--- config.mk ---
export PLATFORM = sky130hd
export DESIGN_NAME = piopb_top
export DESIGN_NICKNAME = d
export VERILOG_FILES = /design/src/verilog/piopb_pkg.sv /design/src/verilog/piopb_sync_if.sv /design/src/verilog/piopb_sync.sv /design/src/verilog/piopb_top.sv
export SDC_FILE = /design/constraint.sdc
export NUM_CORES = 1
export LEC_CHECK = 0
export BUFFER_PORTS_ARGS = -buffer_cell sky130_fd_sc_hd__buf_2
export CAP_MARGIN = 20
export CORE_AREA = 2 2 279 281
export DETAILED_ROUTE_END_ITERATION = 6
export DIE_AREA = 0 0 281 283
export PLACE_DENSITY = 0.66
export SETUP_SLACK_MARGIN = 0.2
export SLEW_MARGIN = 20
export SYNTH_ARGS = -nofsm -noshare
export SYNTH_HDL_FRONTEND = slang
export SYNTH_SLANG_ARGS = --single-unit
--- constraint.sdc ---
create_clock -name pclk -period 4.65 [get_ports pclk]
set_input_delay 0.465 -clock pclk [delete_from_list [all_inputs] [get_ports pclk]]
set_output_delay 0.465 -clock pclk [all_outputs]
set_load 0.02 [all_outputs]
--- src/verilog/piopb_pkg.sv ---
// Purpose: Constants and state types for the programmable port bank
// Assumes: 11 ports of 8 bits, one pin of them input only
// Notes on behaviour
// 87 port pins, each set to input or output by its own direction bit.
// The input-only pin has no direction bit, no pull-up, always input.
// One direction bit per pin; 1 drives the pin, 0 makes it an input.
// Data write loads the output latch; data read returns sampled pin level.
// One pull-up bit per four pins, applied only while the pin is input.
// A peripheral output drives the pin whatever its direction bit says.
// Software sets a pin to input before a peripheral uses it as input.
// Software never sets an analog output pin to output mode.
// An enabled analog output channel switches off its pin's pull-up.
// In expansion modes, direction bits of bus pins ignore writes.
// In expansion modes, latch bits of bus pins ignore writes.
// In expansion modes, pull-ups of ports 0-3, port 4 low, port 5 stay off.
// Readback bit 0 returns pin or latch per direction; 1 returns latch.
// Readback bit acts only with 8-bit external bus or multiplexed port use.
// After reset every pin is input with no pull-up.
package piopb_pkg;
  localparam int NPORT = 11;
  localparam int NPIN = 88;
  localparam int NGRP = 22;
  localparam int INONLY_IDX = 69;
  localparam int BUS_DATA_HIGH_PORT = 1;
  // Analog output pin positions: plain defaults
  localparam int DA0_IDX = 75;
  localparam int DA1_IDX = 76;
  // Pull-up groups switched off in expansion modes
  localparam logic [21:0] EXP_NOPU_GRP = 22'h000dff;
  // Register byte offsets
  localparam logic [11:0] OFS_DATA_BASE = 12'h000;
  localparam logic [11:0] OFS_DIR_BASE = 12'h040;
  localparam logic [11:0] OFS_PULL = 12'h080;
  localparam logic [11:0] OFS_PCTL = 12'h084;
  localparam logic [11:0] OFS_STAT = 12'h088;
  // Reset values
  localparam logic [87:0] DIR_RST = 88'h0;
  localparam logic [87:0] LAT_RST = 88'h0;
  localparam logic [21:0] PULL_RST = 22'h0;
  localparam logic PCTL_RST = 1'b0;

  typedef struct packed {
    logic [87:0] dir;
    logic [87:0] lat;
    logic [21:0] pull;
    logic rbsel;
    logic [31:0] rdata;
    logic [87:0] drv;
    logic [87:0] oe;
    logic [87:0] pu;
  } piopb_state_s;

  typedef struct packed {
    logic [87:0] s1;
    logic [87:0] s2;
    logic [87:0] s3;
    logic [87:0] lvl;
  } piopb_sync_s;
endpackage

--- src/verilog/piopb_sync_if.sv ---
// Purpose: Carries raw pin levels to the filter and clean levels back
// Assumes: One clock domain on the user side
// Notes: Raw side is asynchronous to pclk
`timescale 1ns/10ps
interface piopb_sync_if;
  logic [87:0] raw;
  logic [87:0] level;
  modport user (output raw, input level);
  modport sync (input raw, output level);
endinterface

--- src/verilog/piopb_sync.sv ---
// Purpose: Three-stage pin synchroniser with agreement filter
// Assumes: Pins change asynchronously to pclk
// Notes: A level is taken only when stages two and three agree
`timescale 1ns/10ps
module piopb_sync (
  // Clock and reset
  input wire logic pclk,
  input wire logic presetn,
  // Pin levels
  piopb_sync_if.sync sif
);
  piopb_pkg::piopb_sync_s s_r;
  piopb_pkg::piopb_sync_s s_nxt;

  always_comb
  begin
    s_nxt = s_r;
    s_nxt.s1 = sif.raw;
    s_nxt.s2 = s_r.s1;
    s_nxt.s3 = s_r.s2;
    // Glitch shorter than a cycle never reaches the level
    s_nxt.lvl = (s_r.s2 & ~(s_r.s2 ^ s_r.s3)) | (s_r.lvl & (s_r.s2 ^ s_r.s3));
  end

  always_ff @(posedge pclk or negedge presetn)
  begin
    if (!presetn)
      s_r <= '0;
    else
      s_r <= s_nxt;
  end

  assign sif.level = s_r.lvl;
endmodule

--- src/verilog/piopb_top.sv ---
// Purpose: Port bank with direction, latch, pull-up and readback control over APB
// Assumes: Bus-pin mask and mode levels come from the bus controller on pclk
// Notes: Pad outputs are registered, so they follow settings one cycle later
//
// The APB register port and the address map are this design's own decisions.
`timescale 1ns/10ps
module piopb_top (
  // Clock and reset
  input wire logic pclk,
  input wire logic presetn,
  // APB slave
  input wire logic psel,
  input wire logic penable,
  input wire logic pwrite,
  input wire logic [11:0] paddr,
  input wire logic [31:0] pwdata,
  input wire logic [3:0] pstrb,
  output logic [31:0] prdata,
  output logic pready,
  output logic pslverr,
  // Operating mode
  input wire logic exp_mode,
  input wire logic bus_8bit,
  input wire logic mux_port_mode,
  input wire logic [87:0] bus_pin_mask,
  // Peripherals
  input wire logic [87:0] periph_oe,
  input wire logic [87:0] periph_out,
  input wire logic [1:0] da_enable,
  // Pads
  input wire logic [87:0] pin_in,
  output logic [87:0] pin_out,
  output logic [87:0] pin_oe,
  output logic [87:0] pin_pullup
);
  piopb_pkg::piopb_state_s s_r;
  piopb_pkg::piopb_state_s s_nxt;
  piopb_sync_if sif();
  logic [3:0] widx;
  logic in_data;
  logic in_dir;
  logic hit;
  logic setup;
  logic access;
  logic rb_valid;
  logic [87:0] eff_oe;
  logic [87:0] level;

  function automatic logic [7:0] byte_of(input logic [87:0] v, input logic [3:0] i);
    logic [7:0] r;
    r = 8'h00;
    for (int k = 0; k < piopb_pkg::NPORT; k++)
      if (i == 4'(k))
        r = v[8*k +: 8];
    return r;
  endfunction

  function automatic logic [87:0] put_byte(input logic [87:0] v, input logic [3:0] i,
                                           input logic [7:0] b, input logic [7:0] keep);
    logic [87:0] r;
    r = v;
    for (int k = 0; k < piopb_pkg::NPORT; k++)
      if (i == 4'(k))
        r[8*k +: 8] = (b & ~keep) | (v[8*k +: 8] & keep);
    return r;
  endfunction

  piopb_sync u_sync (
    .pclk(pclk),
    .presetn(presetn),
    .sif(sif)
  );

  assign sif.raw = pin_in;
  assign level = sif.level;
  assign widx = paddr[5:2];
  assign in_data = (paddr[11:6] == piopb_pkg::OFS_DATA_BASE[11:6]) && (widx < 4'hb)
                   && (paddr[1:0] == 2'h0);
  assign in_dir = (paddr[11:6] == piopb_pkg::OFS_DIR_BASE[11:6]) && (widx < 4'hb)
                  && (paddr[1:0] == 2'h0);
  assign hit = in_data || in_dir || (paddr == piopb_pkg::OFS_PULL)
               || (paddr == piopb_pkg::OFS_PCTL) || (paddr == piopb_pkg::OFS_STAT);
  assign setup = psel && !penable;
  assign access = psel && penable;
  // Read data is registered in setup, so every access ends at once
  assign pready = 1'b1;
  assign pslverr = access && !hit;
  assign prdata = s_r.rdata;
  assign rb_valid = (exp_mode && bus_8bit) || mux_port_mode;
  assign eff_oe = s_r.dir | periph_oe;

  always_comb
  begin
    logic [7:0] lock;
    logic [7:0] rv;
    logic [23:0] pm;
    logic grp_off;
    s_nxt = s_r;
    lock = exp_mode ? byte_of(bus_pin_mask, widx) : 8'h00;
    rv = 8'h00;
    pm = {2'h0, s_r.pull};
    grp_off = 1'b0;
    // Register writes take effect at the access edge
    if (access && pwrite && hit)
    begin
      if (in_data && pstrb[0])
        s_nxt.lat = put_byte(s_r.lat, widx, pwdata[7:0], lock);
      if (in_dir && pstrb[0])
        s_nxt.dir = put_byte(s_r.dir, widx, pwdata[7:0], lock);
      if (paddr == piopb_pkg::OFS_PULL)
      begin
        for (int b = 0; b < 3; b++)
          if (pstrb[b])
            pm[8*b +: 8] = pwdata[8*b +: 8];
        s_nxt.pull = pm[21:0];
      end
      if ((paddr == piopb_pkg::OFS_PCTL) && pstrb[0])
        s_nxt.rbsel = pwdata[0];
    end
    s_nxt.dir[piopb_pkg::INONLY_IDX] = 1'b0;
    // Read data captured in the setup cycle
    if (setup)
    begin
      if (in_data)
      begin
        rv = byte_of(level, widx);
        if ((widx == 4'(piopb_pkg::BUS_DATA_HIGH_PORT)) && rb_valid)
        begin
          if (s_r.rbsel)
            rv = byte_of(s_r.lat, widx);
          else
            rv = (byte_of(s_r.dir, widx) & byte_of(s_r.lat, widx))
                 | (~byte_of(s_r.dir, widx) & byte_of(level, widx));
        end
        s_nxt.rdata = {24'h0, rv};
      end
      else if (in_dir)
        s_nxt.rdata = {24'h0, byte_of(s_r.dir, widx)};
      else if (paddr == piopb_pkg::OFS_PULL)
        s_nxt.rdata = {10'h0, s_r.pull};
      else if (paddr == piopb_pkg::OFS_PCTL)
        s_nxt.rdata = {31'h0, s_r.rbsel};
      else if (paddr == piopb_pkg::OFS_STAT)
        s_nxt.rdata = {27'h0, da_enable, mux_port_mode, bus_8bit, exp_mode};
      else
        s_nxt.rdata = 32'h0;
    end
    // Pad drive
    s_nxt.oe = eff_oe;
    s_nxt.oe[piopb_pkg::INONLY_IDX] = 1'b0;
    s_nxt.drv = (periph_oe & periph_out) | (~periph_oe & s_r.lat);
    for (int p = 0; p < piopb_pkg::NPIN; p++)
    begin
      grp_off = exp_mode && piopb_pkg::EXP_NOPU_GRP[p/4];
      s_nxt.pu[p] = s_r.pull[p/4] && !eff_oe[p] && !grp_off;
      if ((p == piopb_pkg::DA0_IDX && da_enable[0]) || (p == piopb_pkg::DA1_IDX && da_enable[1]))
        s_nxt.pu[p] = 1'b0;
      if (p == piopb_pkg::INONLY_IDX)
        s_nxt.pu[p] = 1'b0;
    end
  end

  always_ff @(posedge pclk or negedge presetn)
  begin
    if (!presetn)
    begin
      s_r <= '0;
      s_r.dir <= piopb_pkg::DIR_RST;
      s_r.lat <= piopb_pkg::LAT_RST;
      s_r.pull <= piopb_pkg::PULL_RST;
      s_r.rbsel <= piopb_pkg::PCTL_RST;
    end
    else
      s_r <= s_nxt;
  end

  assign pin_out = s_r.drv;
  assign pin_oe = s_r.oe;
  assign pin_pullup = s_r.pu;

  // Checks
  a_inonly_never_driven: assert property (@(posedge pclk) disable iff (!presetn)
    !pin_oe[piopb_pkg::INONLY_IDX] && !pin_pullup[piopb_pkg::INONLY_IDX])
    else $error("input-only pin driven or pulled up");

  a_oe_follows_dir: assert property (@(posedge pclk) disable iff (!presetn)
    1'b1 |=> (pin_oe[7:0] == $past(s_r.dir[7:0] | periph_oe[7:0])))
    else $error("pad enable does not follow direction");

  a_dir_write_lands: assert property (@(posedge pclk) disable iff (!presetn)
    access && pwrite && in_dir && pstrb[0] && !exp_mode && (widx == 4'h2)
    |=> (s_r.dir[23:16] == $past(pwdata[7:0])) ##1 (pin_oe[23:16] == $past(s_r.dir[23:16]
    | periph_oe[23:16])))
    else $error("direction write lost");

  a_periph_override: assert property (@(posedge pclk) disable iff (!presetn)
    periph_oe[10] |=> pin_oe[10] && (pin_out[10] == $past(periph_out[10])))
    else $error("peripheral output not driven");

  a_pullup_input_only: assert property (@(posedge pclk) disable iff (!presetn)
    (pin_pullup & pin_oe) == 88'h0)
    else $error("pull-up on driven pin");

  a_pullup_group_on: assert property (@(posedge pclk) disable iff (!presetn)
    s_r.pull[12] && !eff_oe[49] |=> pin_pullup[49])
    else $error("group pull-up missing");

  a_pullup_da_off: assert property (@(posedge pclk) disable iff (!presetn)
    da_enable[1] |=> !pin_pullup[piopb_pkg::DA1_IDX])
    else $error("pull-up on analog output");

  a_pullup_exp_off: assert property (@(posedge pclk) disable iff (!presetn)
    exp_mode |=> (pin_pullup[35:0] == 36'h0) && (pin_pullup[47:40] == 8'h0))
    else $error("pull-up on bus pin in expansion");

  a_lock_dir_bits: assert property (@(posedge pclk) disable iff (!presetn)
    access && pwrite && in_dir && exp_mode
    |=> ((byte_of(s_r.dir, $past(widx)) ^ $past(byte_of(s_r.dir, widx)))
    & $past(byte_of(bus_pin_mask, widx))) == 8'h0)
    else $error("locked direction bit changed");

  a_lock_lat_bits: assert property (@(posedge pclk) disable iff (!presetn)
    access && pwrite && in_data && exp_mode
    |=> ((byte_of(s_r.lat, $past(widx)) ^ $past(byte_of(s_r.lat, widx)))
    & $past(byte_of(bus_pin_mask, widx))) == 8'h0)
    else $error("locked latch bit changed");

  a_read_pin_level: assert property (@(posedge pclk) disable iff (!presetn)
    setup && in_data && (widx == 4'h0) |=> prdata == {24'h0, $past(level[7:0])})
    else $error("port read not pin level");

  a_read_latch_sel: assert property (@(posedge pclk) disable iff (!presetn)
    setup && in_data && (widx == 4'h1) && rb_valid && s_r.rbsel
    |=> prdata[7:0] == $past(s_r.lat[15:8]))
    else $error("readback latch not returned");

  a_read_no_sel: assert property (@(posedge pclk) disable iff (!presetn)
    setup && in_data && (widx == 4'h1) && !rb_valid
    |=> prdata[7:0] == $past(level[15:8]))
    else $error("readback select acted while invalid");

  a_reset_inputs: assert property (@(posedge pclk)
    !presetn |-> (pin_oe == 88'h0) && (pin_pullup == 88'h0))
    else $error("pin not input during reset");

  a_lat_write_lands: assert property (@(posedge pclk) disable iff (!presetn)
    access && pwrite && in_data && pstrb[0] && !exp_mode && (widx == 4'h0)
    |=> s_r.lat[7:0] == $past(pwdata[7:0]))
    else $error("latch write lost");

  a_drv_follows_lat: assert property (@(posedge pclk) disable iff (!presetn)
    !periph_oe[0] |=> pin_out[0] == $past(s_r.lat[0]))
    else $error("pad value does not follow latch");

  a_read_dir_back: assert property (@(posedge pclk) disable iff (!presetn)
    setup && in_dir && (widx == 4'h3) |=> prdata == {24'h0, $past(s_r.dir[31:24])})
    else $error("direction readback wrong");

  a_read_mixed_sel: assert property (@(posedge pclk) disable iff (!presetn)
    setup && in_data && (widx == 4'h1) && rb_valid && !s_r.rbsel
    |=> prdata[7:0] == $past((s_r.dir[15:8] & s_r.lat[15:8])
    | (~s_r.dir[15:8] & level[15:8])))
    else $error("mixed readback wrong");

  a_inonly_dir_zero: assert property (@(posedge pclk) disable iff (!presetn)
    s_r.dir[piopb_pkg::INONLY_IDX] == 1'b0)
    else $error("input-only pin has a direction bit");

  a_pull_writable_exp: assert property (@(posedge pclk) disable iff (!presetn)
    access && pwrite && (paddr == piopb_pkg::OFS_PULL) && exp_mode && (pstrb[2:0] == 3'h7)
    |=> s_r.pull == $past(pwdata[21:0]))
    else $error("pull-up bits not writable in expansion");

  a_pullup_da0_off: assert property (@(posedge pclk) disable iff (!presetn)
    da_enable[0] |=> !pin_pullup[piopb_pkg::DA0_IDX])
    else $error("pull-up on analog output zero");

  a_pullup_exp_keeps: assert property (@(posedge pclk) disable iff (!presetn)
    exp_mode && s_r.pull[12] && !eff_oe[48] |=> pin_pullup[48])
    else $error("pull-up lost outside bus groups");

  a_rdata_upper_zero: assert property (@(posedge pclk) disable iff (!presetn)
    setup && (in_data || in_dir) |=> prdata[31:8] == 24'h0)
    else $error("upper read bits not zero");

  a_read_level_port2: assert property (@(posedge pclk) disable iff (!presetn)
    setup && in_data && (widx == 4'h2) |=> prdata[7:0] == $past(level[23:16]))
    else $error("port two read not pin level");

  a_reset_pads_low: assert property (@(posedge pclk)
    !presetn |-> (pin_out == 88'h0) && (prdata == 32'h0))
    else $error("pad value or read data not cleared in reset");

  a_rbsel_write: assert property (@(posedge pclk) disable iff (!presetn)
    access && pwrite && (paddr == piopb_pkg::OFS_PCTL) && pstrb[0]
    |=> s_r.rbsel == $past(pwdata[0]))
    else $error("readback select write lost");

  c_dir_write: cover property (@(posedge pclk) disable iff (!presetn)
    access && pwrite && in_dir);
  c_locked_write: cover property (@(posedge pclk) disable iff (!presetn)
    access && pwrite && in_data && exp_mode && (byte_of(bus_pin_mask, widx) != 8'h0));
  c_latch_readback: cover property (@(posedge pclk) disable iff (!presetn)
    setup && in_data && (widx == 4'h1) && rb_valid && s_r.rbsel);
  c_periph_drive: cover property (@(posedge pclk) disable iff (!presetn)
    periph_oe[10] && !s_r.dir[10]);
  c_mixed_readback: cover property (@(posedge pclk) disable iff (!presetn)
    setup && in_data && (widx == 4'h1) && rb_valid && !s_r.rbsel);
endmodule

# After elaboration in Yosys (flattened, before gate mapping)
# Cells that the tools add are included.
# totals
reg_bits	844
in_bits	410
out_inout_bits	298
word_cells	444
# op_classes
magnitude_cmp	1
eq_ne	14
n_mux	66
n_bitwise	60
reduce_logical	269
# op_table
cell	n
$mux 8	59
$and 88x88->88	4
$or 88x88->88	3
$and 8x8->8	25
$or 8x8->8	23
$not 88->88	2
$logic_and 1x1->1	145
$logic_not 1->1	90
$xor 88x88->88	1
$reduce_and 3->1	25
$mux 22	3
$eq 12x8->1 const B	3
$eq 4x3->1 const B	4
$not 8->8	2
$eq 4x4->1 const B	3
$mux 5	2
$eq 4x2->1 const B	2
$eq 6x1->1 const B	1
$logic_not 6->1	1
$logic_or 1x1->1	5
$eq 4x1->1 const B	1
$logic_not 4->1	1
$lt 4x4->1 const B	1
$logic_not 2->1	1
2 further kinds	3

# Logic depth before layout (Yosys ltp)
# Gate-level depths: netlist (run 1).
# depth
depth_word	22
depth_mapped	12
depth_no_buf	7

# By module
# A second synthesis (run 1) with hierarchy kept.
# unflattened
cells_unflattened	2704
area_unflattened_um2	34275.4
# modules_own_cells
mod	instances	cells_each	area_per_inst_um2	seq_area_each_um2
piopb_top	1	2176	23815.3	12061.6
piopb_sync	1	528	10460.0	8808.4

# Worst setup path after synthesis (run 1)
# Ideal clock, no wire load.
# synth_timing
path_type	in2reg
startpoint	input paddr[9]
endpoint	register with a tool-made name
setup_ns	0.128
arrival_ns	2.324
t_required_ns	4.522
setup_slack_ns	2.199
path_stages	7
path_buffers	0
path_cell_list	or4_4 a2111oi_4 inv_4 nor3_4 nand2_1 nor2_1 mux2_1
# synth_lines
item	line_no	text
start: declaration	piopb_top.sv:15	input wire logic [11:0] paddr,

==> results of run 1 <==
==> area by class of cell <==
| cell class | instances | share of cell area [%] |
|---|---|---|
| tap | 1040 | 3.25 |
| timing repair buffer | 828 | 12.1 |
| multi-input combinational | 1310 | 24.5 |
| clock inverter | 50 | 1.67 |
| sequential | 834 | 52.1 |
| antenna | 2 | 0.0125 |
| clock buffer | 112 | 6.10 |
| inverter | 26 | 0.250 |
==> power breakdown <==
group	switching, mW	internal [mW]
Combinational	0.825	0.502
Clock	3.05	4.39
Sequential	0.122	7.54
Total	4.00	12.4
==> routing by layer <==
layer	up-vias	GRT usage (%)	share of wire (%)
met5	-	0	0.069
met4	12	9.71	3.5
met3	202	5.08	6.1
met2	930	46.1	49
met1	11300	36.1	41
li1	9488	-	-
==> cell families (layout without fill, tap and decap cells) <==
| kind of cell | Yosys count | after routing |
|---|---|---|
| flops | 834 | 834 |
| simple gates | 603 | 603 |
| buf+inv | 420 | 1016 |
| mux | 361 | 361 |
| compound gates | 245 | 245 |
| fa+ha+maj | 88 | 88 |
| other cells | 2 | 15 |
==> worst max-delay path, cell delays in order <==
cell and delay, ns:
buf_2 0.58, nand2b_4 0.34, nor2_1 0.42, a31oi_1 0.24, o221a_2 0.41, a221oi_4 0.33, buf_4 0.37, nor2_1 0.09
mux2_1 0.33
==> how the worst max path moves through the flow <==
| stage | startpoint | end | slack (ns) | cells past startpoint |
|---|---|---|---|---|
| 3_3_place_gp | paddr[5] | register | 1.0 | 9 |
| 4_1_cts | paddr[5] | register | 1.66 | 9 |
| 6_report | paddr[5] | register | 1.55 | 9 |
| 5_1_grt | paddr[5] | register | 1.47 | 9 |
| 3_5_place_dp | paddr[5] | register | 0.98 | 9 |
| 2_1_floorplan | paddr[9] | register | 2.20 | 7 |
==> placed cells by master (no fill, tap or decap), drive strengths merged, types with 7 or more instances in the layout <==
cell type    count
dfrtp          834
buf            736
nor2           324
mux2           297
clkbuf         113
nand2          105
dlygate4sd3     91
or2             90
maj3            88
o21ai           62
a21oi           47
mux2i           41
clkinv          31
inv             30
nand3           29
mux4            23
o22ai           21
a22oi           18
a31oi           14
conb            13
bufinv          11
a221oi          11
nor3            10
nor2b           10
nand2b           9
a211oi           8
and3             7
o221ai           7
==> Yosys cell counts, drive strengths merged, types with 3 or more instances <==
library cell	count
and3	7
mux4	23
o211ai	3
clkbuf	25
a21o	6
buf	369
a211oi	8
a22oi	18
a221oi	11
o2bb2ai	3
nand2b	9
mux2i	41
a21oi	47
o21a	4
o21ai	62
a31oi	14
nor2	324
a211o	3
nor2b	10
nor3	10
nand3b	4
o22ai	21
or2	90
mux2	297
a222oi	5
dfrtp	834
a22o	6
a21boi	3
inv	25
maj3	88
nand2	105
nand3	29
o221ai	7
a2111oi	4
o221a	3
==> through the flow <==
stage | instance area [um2] | total power [mW] | hold WS, ns
after floorplan | 33500 | 8.45 | 0.169
after global placement | 36000 | 9.03 | 0.333
after detailed placement | 36000 | 9.07 | 0.335
after CTS | 40100 | 16.6 | 0.00225
after global routing | 40100 | 17.0 | 0.0172
final | 40100 | 16.4 | 0.0400
==> repair_timing <==
item                      4_1_cts  5_1_grt
buffers inserted                0        0
hold endpoints to repair      175        0
hold buffers                   91        0
==> flow_metrics.tcl, run 1 <==
set metrics [dict create \
    yosys.area.top_type "dfrtp_1" \
    reg2reg_depth 6 \
    hold_depth 2 \
    synth_flop_cell "dfrtp_1" \
    dr.pass1.iters 5 \
    area_growth_pct 19.9 \
    place_hpwl_um 82300 \
    hold_start "periph_oe[25]" \
    grt_max_degree 127 \
    gp_congestion 0.939 \
    fin_nets 3498 \
    reg2reg_to "prdata[2]" \
    synth_simple_gate_area_share_pct 8.51 \
    worstPathMaxFanout 23 \
    ir_worst_vdd_mv 0.221 \
    slew_headroom_pct 35.1 \
    clock-root-buffer "clkbuf_16" \
    setup_violations 0 \
    fillCellCount 6534 \
    post_route_cells_drive_above_1_share_pct 40.3 \
    power_density_nw_per_um2 410 \
    route.vias.total 21900 \
    yosysUniqueCellTypes 86 \
    final_util_pct 52.2 \
    clock-sinks 834 \
    clk_pin_slew_worst_paths_ns 0.06 \
    synth_edf_count 0 \
    grt_pass1_wl_um 159000 \
    synth_top_family_by_area "multiplexers" \
    dieHeight_um 283 \
    required_ns 5.17 \
    reg2reg_setup_slack_ns 2.56 \
    fmax_mhz 322 \
    tns_ns 0 \
    core_um2 76700 \
    dieArea_um2 79500 \
    fin_crit_sh_pct 66.7 \
    min_period_ns 3.10 \
    synth_xor_area_share_pct 0 \
    fin_worst_skew_ns 0.0167 \
    hold_path_class "input pin to register" \
    ys_seq_area_share_pct 62.5 \
    synthAdderAreaFrac_pct 2.64 \
    pin_count 708 \
    finalNonFillerCells 4202 \
    routed_wl_um 110000 \
    cts_resized 0 \
    tightest_slew_ns 0.971 \
    clk_path_buf_depth 3 \
    postRouteAntennaNets 0 \
    via_per_inst 5.22 \
    multi_input_comb_area_um2 9820 \
    leakage_nw 20.0 \
    end_kind "register" \
    path_class "input pin to register" \
    yosysWarnings 0 \
    cts_tree "done" \
    synthArstFlopShare_pct 100 \
    first_iter_violations 1722 \
    drv_cap 0 \
    final.setup.worst_slack_ns 1.55 \
    cp-start-kind "input pin" \
    grt_setup_unrepaired "no" \
    overflow 0 \
    finalHoldViolations 0 \
    first_global_vias 23300 \
    syn_avg_cell_area_um2 13.1 \
    antenna_found_initial 12 \
    netlist.area_leader.share_pct 62.5 \
    insertion_delay_ns 0.65 \
    drv_slew 0 \
    ff_latch_area_um2 20900 \
    syn_inst 2553 \
    ys_ff_latch 834 \
    netlist_area_um2 33400 \
    drc 0 \
    wl_per_cell_um 26.1 \
    status "complete, no violations" \
    cts_buffers 88 \
    place_inst 3947 \
    hold_end "pin_oe[25]" \
    die_w_um 281 \
    grt_usage_pct 27.6 \
    arrival_ns 3.62 \
    synth_compound_area_share_pct 5.01 \
    h-tree-depth 3 \
    num_rows 102 \
    synth_mux_area_share_pct 12.8 \
    initial_core_util_pct 43.6 \
    yosys-top-cells-area "dfrtp_1 (62%), mux2_2 (7.7%), buf_4 (7.0%), nor2_1 (3.6%), maj3_1 (2.6%)" \
    dp_worst_setup_slack_ns 0.977 \
    io_buffers 683 \
]
No activity file was read; power rests on OpenSTA's default activity.
==> inputs of run 2 (changes only) <==
CORE_AREA = 2 2 272 274   (was 2 2 279 281)
DIE_AREA = 0 0 274 276   (was 0 0 281 283)
PLACE_DENSITY = 0.72   (was 0.66)
clock period = 2.65 ns   (was 4.65 ns; I/O delays follow)
==> run 2 against run 1 <==
Clock power rose by 68%. Register-to-register slack got worse by 2.0 ns. Total power rose by 75%. Global-route usage rose by 2.9 points. Largest power group unchanged. Sequential share of layout area fell by 3.8 points. Via count rose by 7.8%.
==> flow_metrics.tcl, run 2 (synthesis results as in run 1) <==
set metrics [dict create \
    insertion_delay_ns 0.64 \
    io_buffers 683 \
    h-tree-depth 3 \
    end_kind "register" \
    drv_slew 0 \
    drv_cap 0 \
    gp_congestion 0.925 \
    fmax_mhz 446 \
    wl_per_cell_um 26.0 \
    dieArea_um2 75600 \
    finalHoldViolations 0 \
    p_seq_share_pct 46.8 \
    grt_max_degree 105 \
    fin_nets 3834 \
    hold_path_class "input pin to register" \
    initial_core_util_pct 46.0 \
    pin_count 708 \
    tns_ns 0 \
    dieHeight_um 276 \
    first_global_vias 25100 \
    hold_end "prdata[2]" \
    drc 0 \
    switching_share_pct 24.0 \
    place_hpwl_um 82400 \
    reg2reg_depth 5 \
    grt_usage_pct 30.6 \
    dr.pass1.iters 6 \
    first_iter_violations 1691 \
    required_ns 3.18 \
    most-common-layout-cells "dfrtp_1 (834), buf_2 (679), dlygate4sd3_1 (334), nor2_1 (317), mux2_2 (228)" \
    p_comb_share_pct 9.7 \
    arrival_ns 2.77 \
    post_route_cells_drive_above_1_share_pct 38.6 \
    cts_tree "done" \
    ir_worst_vdd_mv 0.542 \
    power.switching_mw 6.88 \
    status "complete, no violations" \
    p_int_mw 21.8 \
    clock-root-buffer "clkbuf_16" \
    routed_wl_um 116000 \
    final.setup.worst_slack_ns 0.406 \
    layout_commonest_cell "dfrtp_1" \
    reg2reg_setup_slack_ns 0.59 \
    clock-sinks 834 \
    hold_depth 4 \
    power_density_nw_per_um2 665 \
    grt_pass1_wl_um 168000 \
    overflow 0 \
    slew_headroom_pct 34.1 \
    cts_resized 0 \
    path_class "input pin to register" \
    cts_buffers 86 \
    final_util_pct 59.5 \
    postRouteAntennaNets 0 \
    via_per_inst 5.31 \
    hold_start "mux_port_mode" \
    grt_setup_unrepaired "no" \
    dp_worst_setup_slack_ns -0.174 \
    setup_violations 0 \
    worstPathMaxFanout 22 \
    core_um2 72600 \
    min_period_ns 2.24 \
    cp-start-kind "input pin" \
    fin_crit_sh_pct 84.7 \
    antenna_found_initial 17 \
    area_growth_pct 29.3 \
    clk_pin_slew_worst_paths_ns 0.06 \
    die_w_um 274 \
    leakage_nw 21.5 \
    route.vias.total 23700 \
    fin_worst_skew_ns 0.0183 \
    num_rows 99 \
    reg2reg_to "prdata[6]" \
    tightest_slew_ns 0.985 \
    pwr-share-clk_pct 43.5 \
    clk_path_buf_depth 3 \
    whs_ns 0.0977 \
]
## run 2: cell count changes in the layout (fill, tap and decap cells not counted), moves of 2 or more
cell,before,now
buf_12,7,29
buf_4,48,122
clkbuf_1,10,22
clkbuf_16,89,86
clkinv_2,21,7
clkinv_8,2,0
diode_2,2,10
dlygate4sd3_1,91,334
## run 2: timing repair
action,CTS,global route
buffers inserted,0,0
hold endpoints to repair,396,0
hold buffers,334,0
## run 2: how the worst max path moves through the flow
stage,slack [ns],cells past startpoint,to,start
2_1_floorplan,0.40,7,register,paddr[9]
3_3_place_gp,-0.13,11,register,paddr[2]
3_5_place_dp,-0.17,11,register,paddr[2]
4_1_cts,0.51,11,register,paddr[2]
5_1_grt,0.34,11,register,paddr[2]
6_report,0.41,11,register,paddr[2]
## run 2: area by class of cell
type | count | area (um2)
Antenna cell | 10 | 25.0
Clock buffer | 121 | 2410
Clock inverter | 32 | 505
Fill cell | 5599 | 29400
Inverter | 26 | 100
Multi-Input combinational cell | 1310 | 9820
Sequential cell | 834 | 20900
Tap cell | 959 | 1200
Timing Repair Buffer | 1166 | 8260
## run 2: per-layer routing
metal	global-route usage [%]	share of wire [%]	wire length (um)
met5	0	0.061	71
met4	12.9	4.4	5090
met3	5.84	6.8	7830
met2	50.9	49	56600
met1	39.0	40	46200
## run 2: critical path, stage by stage
cell and delay (ns):
buf_6 0.14, buf_4 0.23, mux2_2 0.41, a22oi_1 0.15
nor2_1 0.05, o21ai_0 0.44, buf_4 0.26, a31oi_2 0.11
buf_12 0.18, nor2_1 0.15, mux2_2 0.35
## run 2: metrics by stage
| step | std cells | area [um2] | total power, mW |
|---|---|---|---|
| after floorplan | 2564 | 33500 | 14.8 |
| after global placement | 3961 | 36900 | 16.0 |
| after detailed placement | 3961 | 36900 | 16.0 |
| after CTS | 4448 | 43200 | 28.9 |
| after global routing | 4454 | 43200 | 29.7 |
| final | 4458 | 43200 | 28.7 |
## run 2: power by group through the flow
stage	Clock (mW)	Combinational, mW	Sequential (mW)
floorplan	0	1.23	13.6
global route	13.3	2.97	13.5
CTS	12.7	2.76	13.4
finish	12.5	2.79	13.4
global placement	0	2.33	13.7
detailed placement	0	2.36	13.7
==> inputs of run 3 (changes only) <==
clock period = 1.91 ns   (was 2.65 ns; I/O delays follow)
==> run 3 against run 2 <==
Worst hold slack worse by 0.027 ns. Register-to-register slack worse by 0.55 ns. Core utilization is 7.5 points higher. Global-route usage increased by 2.0 points. Sequential power rose by 40%. Clock power rose by 45%. Total power grew 45%. Worst setup slack got worse by 0.40 ns. Non-clock buffer count is 238 higher.
==> flow_metrics.tcl, run 3 (synthesis results as in run 1) <==
set metrics [dict create \
    drc 0 \
    end_kind "register" \
    clock-sinks 834 \
    place_hpwl_um 87000 \
    route.vias.total 25600 \
    overflow 0 \
    path_class "input pin to register" \
    io_buffers 683 \
    min_period_ns 1.90 \
    initial_core_util_pct 46.0 \
    grt_setup_unrepaired "yes" \
    finalNonFillerCells 4702 \
    fillCellCount 4912 \
    grt_max_degree 92 \
    placed_area_um2 38200 \
    clock-root-buffer "clkbuf_16" \
    cp-start-kind "input pin" \
    ir_worst_vdd_mv 0.715 \
    drv_slew 0 \
    first_iter_violations 2225 \
    num_rows 99 \
    routed_wl_um 130000 \
    final_cell_area_um2 48600 \
    dr.pass1.iters 5 \
    arrival_ns 2.42 \
    core_um2 72600 \
    dieArea_um2 75600 \
    postRouteAntennaNets 0 \
    fin_worst_skew_ns 0.0197 \
    reg2reg_to "prdata[5]" \
    place_inst 4090 \
    pin_count 708 \
    dieHeight_um 276 \
    post_route_cells_drive_above_1_share_pct 51.4 \
    die_w_um 274 \
    grt_pass1_wl_um 178000 \
    tightest_slew_ns 0.608 \
    reg2reg_depth 6 \
    worstPathMaxFanout 8 \
    clk_pin_slew_worst_paths_ns 0.07 \
    most-common-layout-cells "dfrtp_1 (834), buf_2 (675), dlygate4sd3_1 (345), buf_4 (232), nor2_1 (150)" \
    power_density_nw_per_um2 856 \
    setup_violations 0 \
    insertion_delay_ns 0.64 \
    hold_path_class "input pin to register" \
    h-tree-depth 3 \
    reg2reg_setup_slack_ns 0.04 \
    slew_headroom_pct 59.4 \
    cts_buffers 85 \
    area_growth_pct 45.5 \
    fin_nets 4071 \
    leakage_nw 23.3 \
    startpoint "paddr[2]" \
    clk_path_buf_depth 3 \
    required_ns 2.43 \
    fin_crit_sh_pct 99.5 \
    antenna_found_initial 25 \
    gp_congestion 0.943 \
    grt_usage_pct 32.5 \
    via_per_inst 5.44 \
    status "complete, no violations" \
    fmax_mhz 526 \
    whs_ns 0.0710 \
    cts_tree "done" \
    drv_cap 0 \
    finalHoldViolations 0 \
    layout_commonest_cell "dfrtp_1" \
    first_global_vias 26500 \
    wl_per_cell_um 27.6 \
]
## run 3: cell types whose count changed in the layout (fill, tap and decap cells not counted), moves of 23 or more
cell	change
buf_4	+110
nor2_1	-167
mux2_4	+141
nor2_4	+147
buf_6	+56
buf_12	+23
mux2_2	-79
mux2_1	-62
## run 3: metal layers
layer	GRT usage (%)	share of wire [%]
met1	41.6	38
met4	15.3	5.1
met5	0	0.099
met2	52.5	48
met3	7.37	8.5
## run 3: how the worst min path moves through the flow
stage                                   end  cells after the start          start
after floorplan                   async pin                      0        presetn
after global placement    u_sync.s_nxt[170]                      1        presetn
after detailed placement    u_sync.s_r[170]                      1        presetn
after CTS                         prdata[2]                      4  mux_port_mode
after global routing      u_sync.s_nxt[170]                      2        presetn
final                             prdata[2]                      4  mux_port_mode
## run 3: final cells by class
type                       count  area (um2)  share of cell area, %
timing repair buffer        1404       11200                   22.9
multi-input combinational   1310       12200                   25.1
clock inverter                44         658                   1.35
sequential                   834       20900                   42.9
antenna                       16        40.0                 0.0823
tap                          959        1200                   2.47
inverter                      26         104                  0.214
clock buffer                 109        2400                   4.94
## run 3: through the flow
| stage | setup slack, ns | power, mW | TNS (ns) | util, % |
|---|---|---|---|---|
| 2_1_floorplan | -0.267 | 20.6 | -37.07 | - |
| 3_3_place_gp | -0.572 | 22.3 | -99.88 | 52.6 |
| 3_5_place_dp | -0.622 | 22.4 | -106.77 | 52.6 |
| 4_1_cts | 0.0429 | 41.2 | 0 | 63.8 |
| 5_1_grt | -0.0297 | 42.9 | -0.0529 | 67.0 |
| 6_report | 0.00949 | 41.6 | 0 | 67.0 |
## run 3: repair_timing
action	in CTS	in global routing
hold endpoints to repair	1043	0
cloned	14	8
buffers inserted	48	29
setup endpoints to repair	157	206
gates resized for setup	202	470
pin swaps	52	116
hold buffers	345	0
## run 3: worst max-delay path, cell delays in order
cell and delay (ns):
buf_12 0.13, buf_12 0.13, buf_12 0.14, buf_6 0.12, nor2_4 0.13, buf_6 0.17, a31oi_2 0.08, o221a_2 0.35
a221oi_4 0.27, buf_12 0.18, buf_12 0.18, nor2_4 0.06, mux2_4 0.29
## run 3: power by group
part | switching [mW] | internal, mW
clock | 7.34 | 10.7
sequential | 0.318 | 18.3
combinational | 2.61 | 2.26
